<file path="src/include/tbt_pkg.sv">
// Purpose: Shared constants for the 10 Mb/s twisted-pair link timer block.
// Assumes: mclk runs at 250 MHz; one bit time on the wire is 100 ns.
// Notes: Times keep their printed figure; cycle counts are derived here.
// Function
// (RQ1) Line drive starts 3.5 bit times after the sampling transmit clock edge.
// (RQ2) End of packet holds line high nominally 300 ns, at least 250 ns.
// (RQ3) Carrier sense rises within 1000 ns of receive activity, typically 630 ns.
// (RQ4) Receive data valid rises 10 bit times after the first preamble bit.
// (RQ5) Received data reaches the MAC 8 bit times after the wire.
// (RQ6) Carrier sense falls within 1.0 us after receive activity ends.
// (RQ7) Collision heartbeat of 1000 ns starts 1200 ns after transmission ends.
// (RQ8) Jabber starts after 85 ms of transmission, ends after 500 ms.
// (RQ9) Idle link sends 100 ns normal link pulses every 16 ms.
// (RQ10) Burst pulses are 100 ns; clocks 125 us apart, ones 62 us after.
// (RQ11) Pulse bursts last 2 ms and start 16 ms apart.
// (RQ12) Loopback raises receive data valid within 2 us of first rising edge.
// (RQ13) MAC updates on rising transmit clock; device samples on falling edge. Serial mode samples on the rising edge instead.
// (RQ14) Jabber silences the transmitter until the deactivation interval ends.
package tbt_pkg;
   localparam int CLK_MHZ = 250;
   localparam int BIT_NS = 100;
   // Tenths of a bit so that 3.5 stays exact
   localparam int TX_START_BITS_X10 = 35;
   localparam int TX_START_CYC =
      (TX_START_BITS_X10 * BIT_NS * CLK_MHZ + 9999) / 10000;
   localparam int EOP_NS = 300;
   localparam int EOP_MIN_NS = 250;
   localparam int EOP_CYC = EOP_NS * CLK_MHZ / 1000;
   localparam int CRS_ON_NS = 630;
   localparam int CRS_ON_MAX_NS = 1000;
   localparam int CRS_ON_CYC = CRS_ON_NS * CLK_MHZ / 1000;
   localparam int RXDV_BITS = 10;
   localparam int RXDV_CYC = RXDV_BITS * BIT_NS * CLK_MHZ / 1000;
   localparam int RXD_BITS = 8;
   localparam int RXD_CYC = RXD_BITS * BIT_NS * CLK_MHZ / 1000;
   // Tenths of a microsecond so that 1.0 stays exact
   localparam int CRS_OFF_US_X10 = 10;
   localparam int CRS_OFF_CYC = CRS_OFF_US_X10 * CLK_MHZ / 10;
   localparam int HB_DELAY_NS = 1200;
   localparam int HB_DELAY_CYC = HB_DELAY_NS * CLK_MHZ / 1000;
   localparam int HB_WIDTH_NS = 1000;
   localparam int HB_WIDTH_CYC = HB_WIDTH_NS * CLK_MHZ / 1000;
   localparam int PULSE_NS = 100;
   localparam int PULSE_CYC = PULSE_NS * CLK_MHZ / 1000;
   localparam int LOOP_MAX_US = 2;
   localparam int LOOP_MAX_CYC = LOOP_MAX_US * CLK_MHZ;
   localparam int JAB_ON_MS = 85;
   localparam int JAB_OFF_MS = 500;
   localparam int NLP_MS = 16;
   localparam int FLP_CLK_US = 125;
   localparam int FLP_DATA_US = 62;
   localparam int FLP_BURST_MS = 2;
   localparam int FLP_PERIOD_MS = 16;
   localparam int JAB_ON_CYC = JAB_ON_MS * CLK_MHZ * 1000;
   localparam int JAB_OFF_CYC = JAB_OFF_MS * CLK_MHZ * 1000;
   localparam int NLP_CYC = NLP_MS * CLK_MHZ * 1000;
   localparam int FLP_CLK_CYC = FLP_CLK_US * CLK_MHZ;
   localparam int FLP_DATA_CYC = FLP_DATA_US * CLK_MHZ;
   localparam int FLP_BURST_CYC = FLP_BURST_MS * CLK_MHZ * 1000;
   localparam int FLP_PERIOD_CYC = FLP_PERIOD_MS * CLK_MHZ * 1000;
   // Counter widths and link code word size
   localparam int LONG_W = 27;
   localparam int SHORT_W = 10;
   localparam int FLP_BITS = 16;
   localparam int FLP_IDX_W = 4;

   // Transmit path states
   typedef enum logic [3:0] {
      TBT_TX_IDLE = 4'b0001,
      TBT_TX_DATA = 4'b0010,
      TBT_TX_EOP = 4'b0100,
      TBT_TX_JAB = 4'b1000
   } tbt_tx_state_e;
endpackage

</file>
<file path="src/rtl/tbt_delay_line.sv">
// Purpose: Fixed-latency pipeline for wire and MAC bit streams.
// Assumes: DEPTH is at least 2.
// Notes: Output comes straight from the last flip-flop stage.
`timescale 1ns/1ns
module tbt_delay_line #(
   parameter int DEPTH = 8,
   parameter int WIDTH = 1
) (
   // Clock and reset
   input wire logic mclk,
   input wire logic rst,
   // Stream
   input wire logic [WIDTH-1:0] din,
   output logic [WIDTH-1:0] dout
);
   logic [WIDTH-1:0] stage [DEPTH];
   logic [WIDTH-1:0] next_stage [DEPTH];

   // Shift by one stage every clock
   always_comb begin
      next_stage[0] = din;
      for (int i = 1; i < DEPTH; i++) begin
         next_stage[i] = stage[i-1];
      end
   end

   // Registers clear so no stale bits leak out after reset
   always_ff @(posedge mclk) begin
      for (int i = 0; i < DEPTH; i++) begin
         stage[i] <= rst ? '0 : next_stage[i];
      end
   end

   assign dout = stage[DEPTH-1];
endmodule // tbt_delay_line

</file>
<file path="src/rtl/tbt_link_timers.sv">
// Purpose: 10 Mb/s transmit, receive, heartbeat, jabber and link pulse timing.
// Assumes: All inputs are synchronous to mclk; tx_clk is sampled as a level.
// Notes: Line side is a single drive-enable plus level; squelch is external.
`timescale 1ns/1ns
module tbt_link_timers #(
   parameter int JAB_ON_CYC = tbt_pkg::JAB_ON_CYC,
   parameter int JAB_OFF_CYC = tbt_pkg::JAB_OFF_CYC,
   parameter int NLP_CYC = tbt_pkg::NLP_CYC,
   parameter int FLP_CLK_CYC = tbt_pkg::FLP_CLK_CYC,
   parameter int FLP_DATA_CYC = tbt_pkg::FLP_DATA_CYC,
   parameter int FLP_BURST_CYC = tbt_pkg::FLP_BURST_CYC,
   parameter int FLP_PERIOD_CYC = tbt_pkg::FLP_PERIOD_CYC
) (
   // Clock and reset
   input wire logic mclk,
   input wire logic rst,
   // MAC transmit side
   input wire logic tx_clk,
   input wire logic tx_en,
   input wire logic tx_data,
   // Mode straps
   input wire logic serial_mode,
   input wire logic loopback,
   input wire logic autoneg_en,
   input wire logic [tbt_pkg::FLP_BITS-1:0] link_word,
   // Wire receive side
   input wire logic rx_activity,
   input wire logic rx_line_data,
   // MAC receive side
   output logic crs,
   output logic rx_dv,
   output logic rxd,
   output logic collision_indication,
   output logic jabber,
   // Wire transmit side
   output logic line_oe,
   output logic line_out
);
   localparam int LW = tbt_pkg::LONG_W;
   localparam int SW = tbt_pkg::SHORT_W;
   localparam int XW = tbt_pkg::FLP_IDX_W;

   // Transmit clock edge detect and MAC sampling
   logic tx_clk_q, smp_en, smp_data, lb_act;
   logic next_smp_en, next_smp_data, next_lb_act;
   logic clk_rise, clk_fall, smp_edge;

   assign clk_rise = tx_clk & ~tx_clk_q;
   assign clk_fall = ~tx_clk & tx_clk_q;
   // Nibble mode samples on the fall, serial mode on the rise
   assign smp_edge = serial_mode ? clk_rise : clk_fall; // see (RQ13) (RQ1)

   always_comb begin
      next_smp_en = smp_edge ? tx_en : smp_en; // see (RQ13)
      next_smp_data = smp_edge ? tx_data : smp_data;
      // Loopback start counts from a rising edge, as the MAC sees it
      next_lb_act = clk_rise ? tx_en : lb_act; // see (RQ12)
   end

   always_ff @(posedge mclk) begin
      if (rst) begin
         tx_clk_q <= 1'h0;
         smp_en <= 1'h0;
         smp_data <= 1'h0;
         lb_act <= 1'h0;
      end else begin
         tx_clk_q <= tx_clk;
         smp_en <= next_smp_en;
         smp_data <= next_smp_data;
         lb_act <= next_lb_act;
      end
   end

   // Start-of-packet latency: sampled stream delayed before the line
   logic dly_en, dly_data;

   tbt_delay_line #(
      .DEPTH(tbt_pkg::TX_START_CYC),
      .WIDTH(2)
   ) u_tx_delay (
      .mclk(mclk),
      .rst(rst),
      .din({smp_en, smp_data}),
      .dout({dly_en, dly_data}) // see (RQ1)
   );

   // Transmit state machine with end-of-packet hold and jabber
   tbt_pkg::tbt_tx_state_e tx_state, next_tx_state;
   logic [SW-1:0] tx_cnt, next_tx_cnt;
   logic [LW-1:0] jab_cnt, next_jab_cnt;
   logic tx_end;

   always_comb begin
      next_tx_state = tx_state;
      next_tx_cnt = tx_cnt;
      next_jab_cnt = jab_cnt;
      tx_end = 1'h0;
      unique case (tx_state)
         tbt_pkg::TBT_TX_IDLE: begin
            next_jab_cnt = '0;
            if (dly_en) begin
               next_tx_state = tbt_pkg::TBT_TX_DATA;
            end
         end
         tbt_pkg::TBT_TX_DATA: begin
            next_jab_cnt = jab_cnt + LW'(1);
            if (jab_cnt == LW'(JAB_ON_CYC - 1)) begin
               // Runaway transmitter: cut the line and start the hold-off
               next_tx_state = tbt_pkg::TBT_TX_JAB; // see (RQ8) (RQ14)
               next_jab_cnt = '0;
               tx_end = 1'h1;
            end else if (!dly_en) begin
               next_tx_state = tbt_pkg::TBT_TX_EOP; // see (RQ2)
               next_tx_cnt = '0;
               tx_end = 1'h1;
            end
         end
         tbt_pkg::TBT_TX_EOP: begin
            next_tx_cnt = tx_cnt + SW'(1);
            // The hold does not depend on the last data bit
            if (tx_cnt == SW'(tbt_pkg::EOP_CYC - 1)) begin
               next_tx_state = tbt_pkg::TBT_TX_IDLE; // see (RQ2)
            end
         end
         tbt_pkg::TBT_TX_JAB: begin
            next_jab_cnt = jab_cnt + LW'(1);
            // Only the full deactivation interval releases the line
            if (jab_cnt == LW'(JAB_OFF_CYC - 1)) begin
               next_tx_state = tbt_pkg::TBT_TX_IDLE; // see (RQ8) (RQ14)
               next_jab_cnt = '0;
            end
         end
         default: begin
            next_tx_state = tbt_pkg::TBT_TX_IDLE;
         end
      endcase
   end

   always_ff @(posedge mclk) begin
      if (rst) begin
         tx_state <= tbt_pkg::TBT_TX_IDLE;
         tx_cnt <= '0;
         jab_cnt <= '0;
      end else begin
         tx_state <= next_tx_state;
         tx_cnt <= next_tx_cnt;
         jab_cnt <= next_jab_cnt;
      end
   end

   // Heartbeat: a fixed window after each transmission ends
   logic hb_run, next_hb_run;
   logic [SW-1:0] hb_cnt, next_hb_cnt;
   logic next_coll;

   always_comb begin
      next_hb_run = hb_run;
      next_hb_cnt = hb_cnt;
      if (tx_end) begin
         next_hb_run = 1'h1; // see (RQ7)
         next_hb_cnt = '0;
      end else if (hb_run) begin
         next_hb_cnt = hb_cnt + SW'(1);
         if (hb_cnt ==
             SW'(tbt_pkg::HB_DELAY_CYC + tbt_pkg::HB_WIDTH_CYC - 1)) begin
            next_hb_run = 1'h0;
         end
      end
      next_coll = next_hb_run &&
                  next_hb_cnt >= SW'(tbt_pkg::HB_DELAY_CYC); // see (RQ7)
   end

   always_ff @(posedge mclk) begin
      if (rst) begin
         hb_run <= 1'h0;
         hb_cnt <= '0;
         collision_indication <= 1'h0;
      end else begin
         hb_run <= next_hb_run;
         hb_cnt <= next_hb_cnt;
         collision_indication <= next_coll;
      end
   end

   // Link pulses while idle: normal pulses or negotiation bursts
   logic [LW-1:0] lp_cnt, next_lp_cnt;
   logic [LW-1:0] sl_cnt, next_sl_cnt;
   logic [XW-1:0] fl_idx, next_fl_idx;
   logic lp_pulse, in_burst, sl_wrap;

   always_comb begin
      next_lp_cnt = lp_cnt + LW'(1);
      next_sl_cnt = sl_cnt + LW'(1);
      next_fl_idx = fl_idx;
      sl_wrap = sl_cnt == LW'(FLP_CLK_CYC - 1);
      in_burst = lp_cnt < LW'(FLP_BURST_CYC); // see (RQ11)
      if (autoneg_en) begin
         if (lp_cnt == LW'(FLP_PERIOD_CYC - 1)) begin
            next_lp_cnt = '0; // see (RQ11)
         end
      end else if (lp_cnt == LW'(NLP_CYC - 1)) begin
         next_lp_cnt = '0; // see (RQ9)
      end
      if (next_lp_cnt == '0) begin
         next_sl_cnt = '0;
         next_fl_idx = '0;
      end else if (sl_wrap) begin
         next_sl_cnt = '0; // see (RQ10)
         next_fl_idx = fl_idx + XW'(1);
      end
      if (autoneg_en) begin
         // Clock pulse opens each slot; a one adds a mid-slot data pulse
         lp_pulse = in_burst &&
                    (sl_cnt < LW'(tbt_pkg::PULSE_CYC) ||
                     (link_word[fl_idx] &&
                      sl_cnt >= LW'(FLP_DATA_CYC) &&
                      sl_cnt < LW'(FLP_DATA_CYC + tbt_pkg::PULSE_CYC)));
      end else begin
         lp_pulse = lp_cnt < LW'(tbt_pkg::PULSE_CYC); // see (RQ9)
      end
   end

   always_ff @(posedge mclk) begin
      if (rst) begin
         lp_cnt <= '0;
         sl_cnt <= '0;
         fl_idx <= '0;
      end else begin
         lp_cnt <= next_lp_cnt;
         sl_cnt <= next_sl_cnt;
         fl_idx <= next_fl_idx;
      end
   end

   // Line driver: data, end hold, link pulses; silent in jabber
   logic next_line_oe, next_line_out, next_jabber;

   always_comb begin
      next_line_oe = 1'h0;
      next_line_out = 1'h0;
      next_jabber = next_tx_state == tbt_pkg::TBT_TX_JAB; // see (RQ8)
      // Internal loopback keeps the wire quiet
      if (!loopback) begin
         unique case (next_tx_state)
            tbt_pkg::TBT_TX_DATA: begin
               next_line_oe = 1'h1;
               next_line_out = dly_data; // see (RQ1)
            end
            tbt_pkg::TBT_TX_EOP: begin
               next_line_oe = 1'h1;
               next_line_out = 1'h1; // see (RQ2)
            end
            tbt_pkg::TBT_TX_JAB: begin
               next_line_oe = 1'h0; // see (RQ14)
            end
            tbt_pkg::TBT_TX_IDLE: begin
               next_line_oe = lp_pulse; // see (RQ9) (RQ10)
               next_line_out = lp_pulse;
            end
            default: begin
               next_line_oe = 1'h0;
            end
         endcase
      end
   end

   always_ff @(posedge mclk) begin
      if (rst) begin
         line_oe <= 1'h0;
         line_out <= 1'h0;
         jabber <= 1'h0;
      end else begin
         line_oe <= next_line_oe;
         line_out <= next_line_out;
         jabber <= next_jabber;
      end
   end

   // Receive: carrier sense and data valid timing from activity
   logic act, dat;
   logic [SW-1:0] on_cnt, next_on_cnt, off_cnt, next_off_cnt;
   logic next_crs, next_rx_dv;

   assign act = loopback ? lb_act : rx_activity;
   assign dat = loopback ? smp_data : rx_line_data;

   always_comb begin
      next_on_cnt = on_cnt;
      next_off_cnt = off_cnt;
      next_crs = crs;
      next_rx_dv = rx_dv;
      if (act) begin
         next_off_cnt = '0;
         // Counter saturates once data valid is reached
         if (on_cnt != SW'(tbt_pkg::RXDV_CYC)) begin
            next_on_cnt = on_cnt + SW'(1);
         end
         if (on_cnt == SW'(tbt_pkg::CRS_ON_CYC - 1)) begin
            next_crs = 1'h1; // see (RQ3)
         end
         if (on_cnt == SW'(tbt_pkg::RXDV_CYC - 1)) begin
            next_rx_dv = 1'h1; // see (RQ4) (RQ12)
         end
      end else if (on_cnt != '0) begin
         // Short gaps inside a frame do not drop carrier
         next_off_cnt = off_cnt + SW'(1);
         if (off_cnt == SW'(tbt_pkg::CRS_OFF_CYC - 1)) begin
            next_crs = 1'h0; // see (RQ6)
            next_rx_dv = 1'h0;
            next_on_cnt = '0;
            next_off_cnt = '0;
         end
      end
   end

   always_ff @(posedge mclk) begin
      if (rst) begin
         on_cnt <= '0;
         off_cnt <= '0;
         crs <= 1'h0;
         rx_dv <= 1'h0;
      end else begin
         on_cnt <= next_on_cnt;
         off_cnt <= next_off_cnt;
         crs <= next_crs;
         rx_dv <= next_rx_dv;
      end
   end

   // Receive data latency to the MAC
   tbt_delay_line #(
      .DEPTH(tbt_pkg::RXD_CYC),
      .WIDTH(1)
   ) u_rx_delay (
      .mclk(mclk),
      .rst(rst),
      .din(dat),
      .dout(rxd) // see (RQ5)
   );
endmodule // tbt_link_timers

</file>
<file path="config.mk">
export PLATFORM = sky130hd
export DESIGN_NAME = tbt_link_timers
export DESIGN_NICKNAME = d
export VERILOG_FILES = /design/src/include/tbt_pkg.sv /design/src/rtl/tbt_delay_line.sv /design/src/rtl/tbt_link_timers.sv
export SDC_FILE = /design/constraint.sdc
export NUM_CORES = 1
export LEC_CHECK = 0
export ABC_CLOCK_PERIOD_IN_PS = 6800
export BUFFER_PORTS_ARGS = -buffer_cell sky130_fd_sc_hd__clkbuf_2
export CORE_MARGIN = 2
export CORE_UTILIZATION = 28
export DETAILED_ROUTE_END_ITERATION = 12
export HOLD_SLACK_MARGIN = 0.06
export PLACE_DENSITY = 0.48
export SKIP_LAST_GASP = 1
export SLEW_MARGIN = 10
export SYNTH_ARGS = -nofsm -noshare
export SYNTH_HDL_FRONTEND = slang
export SYNTH_SLANG_ARGS = --single-unit
</file>
<file path="constraint.sdc">
create_clock -name mclk -period 6.8 [get_ports mclk]
set_input_delay 0.68 -clock mclk [delete_from_list [all_inputs] [get_ports mclk]]
set_output_delay 0.68 -clock mclk [all_outputs]
set_load 0.01 [all_outputs]
</file>
==> out/results.txt <==
Outcome: finished clean
CTS resizes: 0
Avg Vias per Cell: 4.21
GRT met1 Usage: 12.7%
Clock Skew: 13.9 ps
F_max: 322 MHz
I/O Buffers: 32
Crit Path Max Fanout: 31
Vias in the first global route: 10,600
Slew HR: 19.5%
Die area: 65,100 um2
Synthesis-to-finish area growth: 15.6%
Initial cell density of the core: 28.2%
Placed inst area: 18,600 um2
Largest net degree at the start of global routing: 226
Mean Syn Cell Area: 10.5 um2
Worst reg-to-reg path cell count: 8
Least-Margin Pin Slew: 1210 ps
Met2 usage in global routing: 14.3%
R2R setup slack: 3690 ps
Worst hold path startpoint: tx_clk
Final Cycle Share: 45.7%
Ports: 33
Worst-Skew Late Latency: 600 ps
RePlAce Congestion: 0.792
Primary FF master, synth: dfxtp_1
DP Cell Count: 2,481
Gr ovfl total: 0
GR Layer Usage met3: 2.41%
# H-tree levels: 2
Die W: 255 um
Drt pass-1 iters: 5
WHS Endpoint: tx_clk_q
Vias: 10,900
Hold slack: 327 ps
DP Wirelength: 17,200 um
P per Cell Area: 300 nW/um2
GRT Resource Usage Total: 9.44%
CTS buffer count: 54
Crit Path Class: reg -> reg
Post-route ant nets: 0
Final core occ: 32.6%
Max clock buf depth: 3
Syn nets: 1,728
Most used routing layer: met2
Tmin final: 3110 ps
Nets: 1,733
DR DRC count: 0
CTS Hold Bufs: 0
Initial antenna violation count: 0
Cells taking the most area after synthesis: dfxtp_1, nor2b_1, xor2_1
Layout cells sized above 1: 9.85%
Fin. max-slew vios: 0
Ant. Diodes: 0
First-pass GRT wire length: 51,600 um
Pleak: 7.46 nW
Yosys warns: 0
Critical path data arrival time: 3530 ps
Post-Synthesis Cell Area: 17,700 um2
Max-Cap Viols: 0
Postcts setup bufs: 0
Synth Instances: 1,686
CTS sink cnt: 516
RSZ-0062 raised after global routing: no
Worst-path clk slew: 60 ps
Largest area contributor in the netlist: dfxtp_1
Vert. Die Dim: 255 um
Setup-failing EPs final: 0
FF-to-FF Start: lp_cnt[3]
Hold WC Path Type: in -> reg
Post-synth EDFFs: 0
Core Region: 62,700 um2
Crit. End Element: register
Critical path required time: 7220 ps
First DRT Iteration DRCs: 539
#FFs+latches synth: 516
TritonCTS clock tree: done
Most common library cells after synthesis: dfxtp_1, nor2b_1, nor2_1
Worst R2R End: sl_cnt[15]
Setup TNS: 0 ps
Asr flop ratio synth: 0%
WL/cell: 11.6 um
Most frequent cell after synthesis: dfxtp_1
FP Rows: 92
Yosys cell types: 69
Seq/Total Area, Yosys: 58.4%
Hold path depth: 2
Root cell of the clock tree: clkbuf_16
Maximum vdd drop: 174 uV
Cell Count, Final, Fillers Out: 2,582
Endpoints failing hold: 0
Startpoint Class: register
Top cell type's share of synthesized area: 58.4%
Cell area after layout: 20,400 um2
Total wire length: 29,900 um
kinds of logic (layout without fill, tap and decap cells):
group                      after synthesis  in the layout  share of synthesized area (%)
and+or+nand+nor                        782            782                           25.4
AOI/OAI and AO/OA                      148            148                           6.29
buffers and inverters                  110            160                           2.58
muxes                                   21             21                           1.57
xor gates and xnor gates                93             93                           4.61
DFF                                    516            516                           58.4
adders and majority gates               16             16                           1.13
worst max-delay path, cell delays in order, from the launching register on:
cell	delay, ps
dfxtp_1	450
nand3_1	390
or4_4	650
nor3_4	300
xnor2_1	210
nand4_2	170
o31ai_4	230
buf_4	390
a211oi_1	140
report_power, final:
part	internal, mW	total [mW]	switching, mW
clock	1.77	2.98	1.21
combinational	0.0301	0.114	0.0838
sequential	3.03	3.04	0.00920
flip-flops by register name, summed over array words and instances, names as in the netlist, 4 cells and up:
register,flops
u_rx_delay.stage,200
u_tx_delay.stage,176
jab_cnt,27
lp_cnt,27
sl_cnt,27
hb_cnt,10
off_cnt,10
on_cnt,10
tx_cnt,10
fl_idx,4
tx_state,4
final cells by class:
class	count	area (um2)
Multi-Input combinational cell	1060	6890
Timing Repair Buffer	37	220
Fill cell	6348	42300
Clock buffer	81	1620
Clock inverter	20	234
Tap cell	846	1060
Sequential cell	516	10300
Inverter	22	82.6
through the flow:
| step | total power [mW] | setup WS [ps] |
|---|---|---|
| global placement | 3.22 | 3730 |
| CTS | 6.26 | 3670 |
| global route | 6.39 | 3390 |
| floorplan | 3.19 | 4240 |
| detailed placement | 3.23 | 3690 |
| finish | 6.13 | 3690 |
how the worst max path moves through the flow:
stage                     startpoint         end  slack, ps  cells after the start
final                      lp_cnt[3]  sl_cnt[15]       3690                      8
after floorplan            lp_cnt[1]  sl_cnt[18]       4240                      9
after CTS                  lp_cnt[3]  sl_cnt[15]       3670                      8
after detailed placement   lp_cnt[3]  sl_cnt[16]       3690                      8
after global routing       lp_cnt[3]  sl_cnt[15]       3390                      8
after global placement     lp_cnt[3]  sl_cnt[17]       3730                      8
cells in the final DEF (no fill, tap or decap), types with 8 or more instances in the layout:
cell,n
a211oi_1,27
a211oi_2,12
a21oi_1,28
a311oi_1,16
and2_1,12
and3_1,26
and4_1,8
clkbuf_1,11
clkbuf_16,55
clkbuf_2,31
clkbuf_8,15
clkinv_2,12
dfxtp_1,516
ha_1,16
inv_1,22
mux2i_1,12
nand2_1,67
nand2b_1,15
nand3_1,47
nand4_1,27
nor2_1,117
nor2b_1,381
nor3_1,20
nor4_1,18
nor4b_1,8
o21ai_0,20
xnor2_1,37
xor2_1,56
per-layer routing:
| layer | vias up | share of wire (%) |
|---|---|---|
| met4 | 0 | 2.8 |
| met5 | - | 0 |
| met2 | 146 | 42 |
| li1 | 5612 | - |
| met3 | 55 | 4.9 |
| met1 | 5053 | 51 |
(Power assumes the default switching activity.)
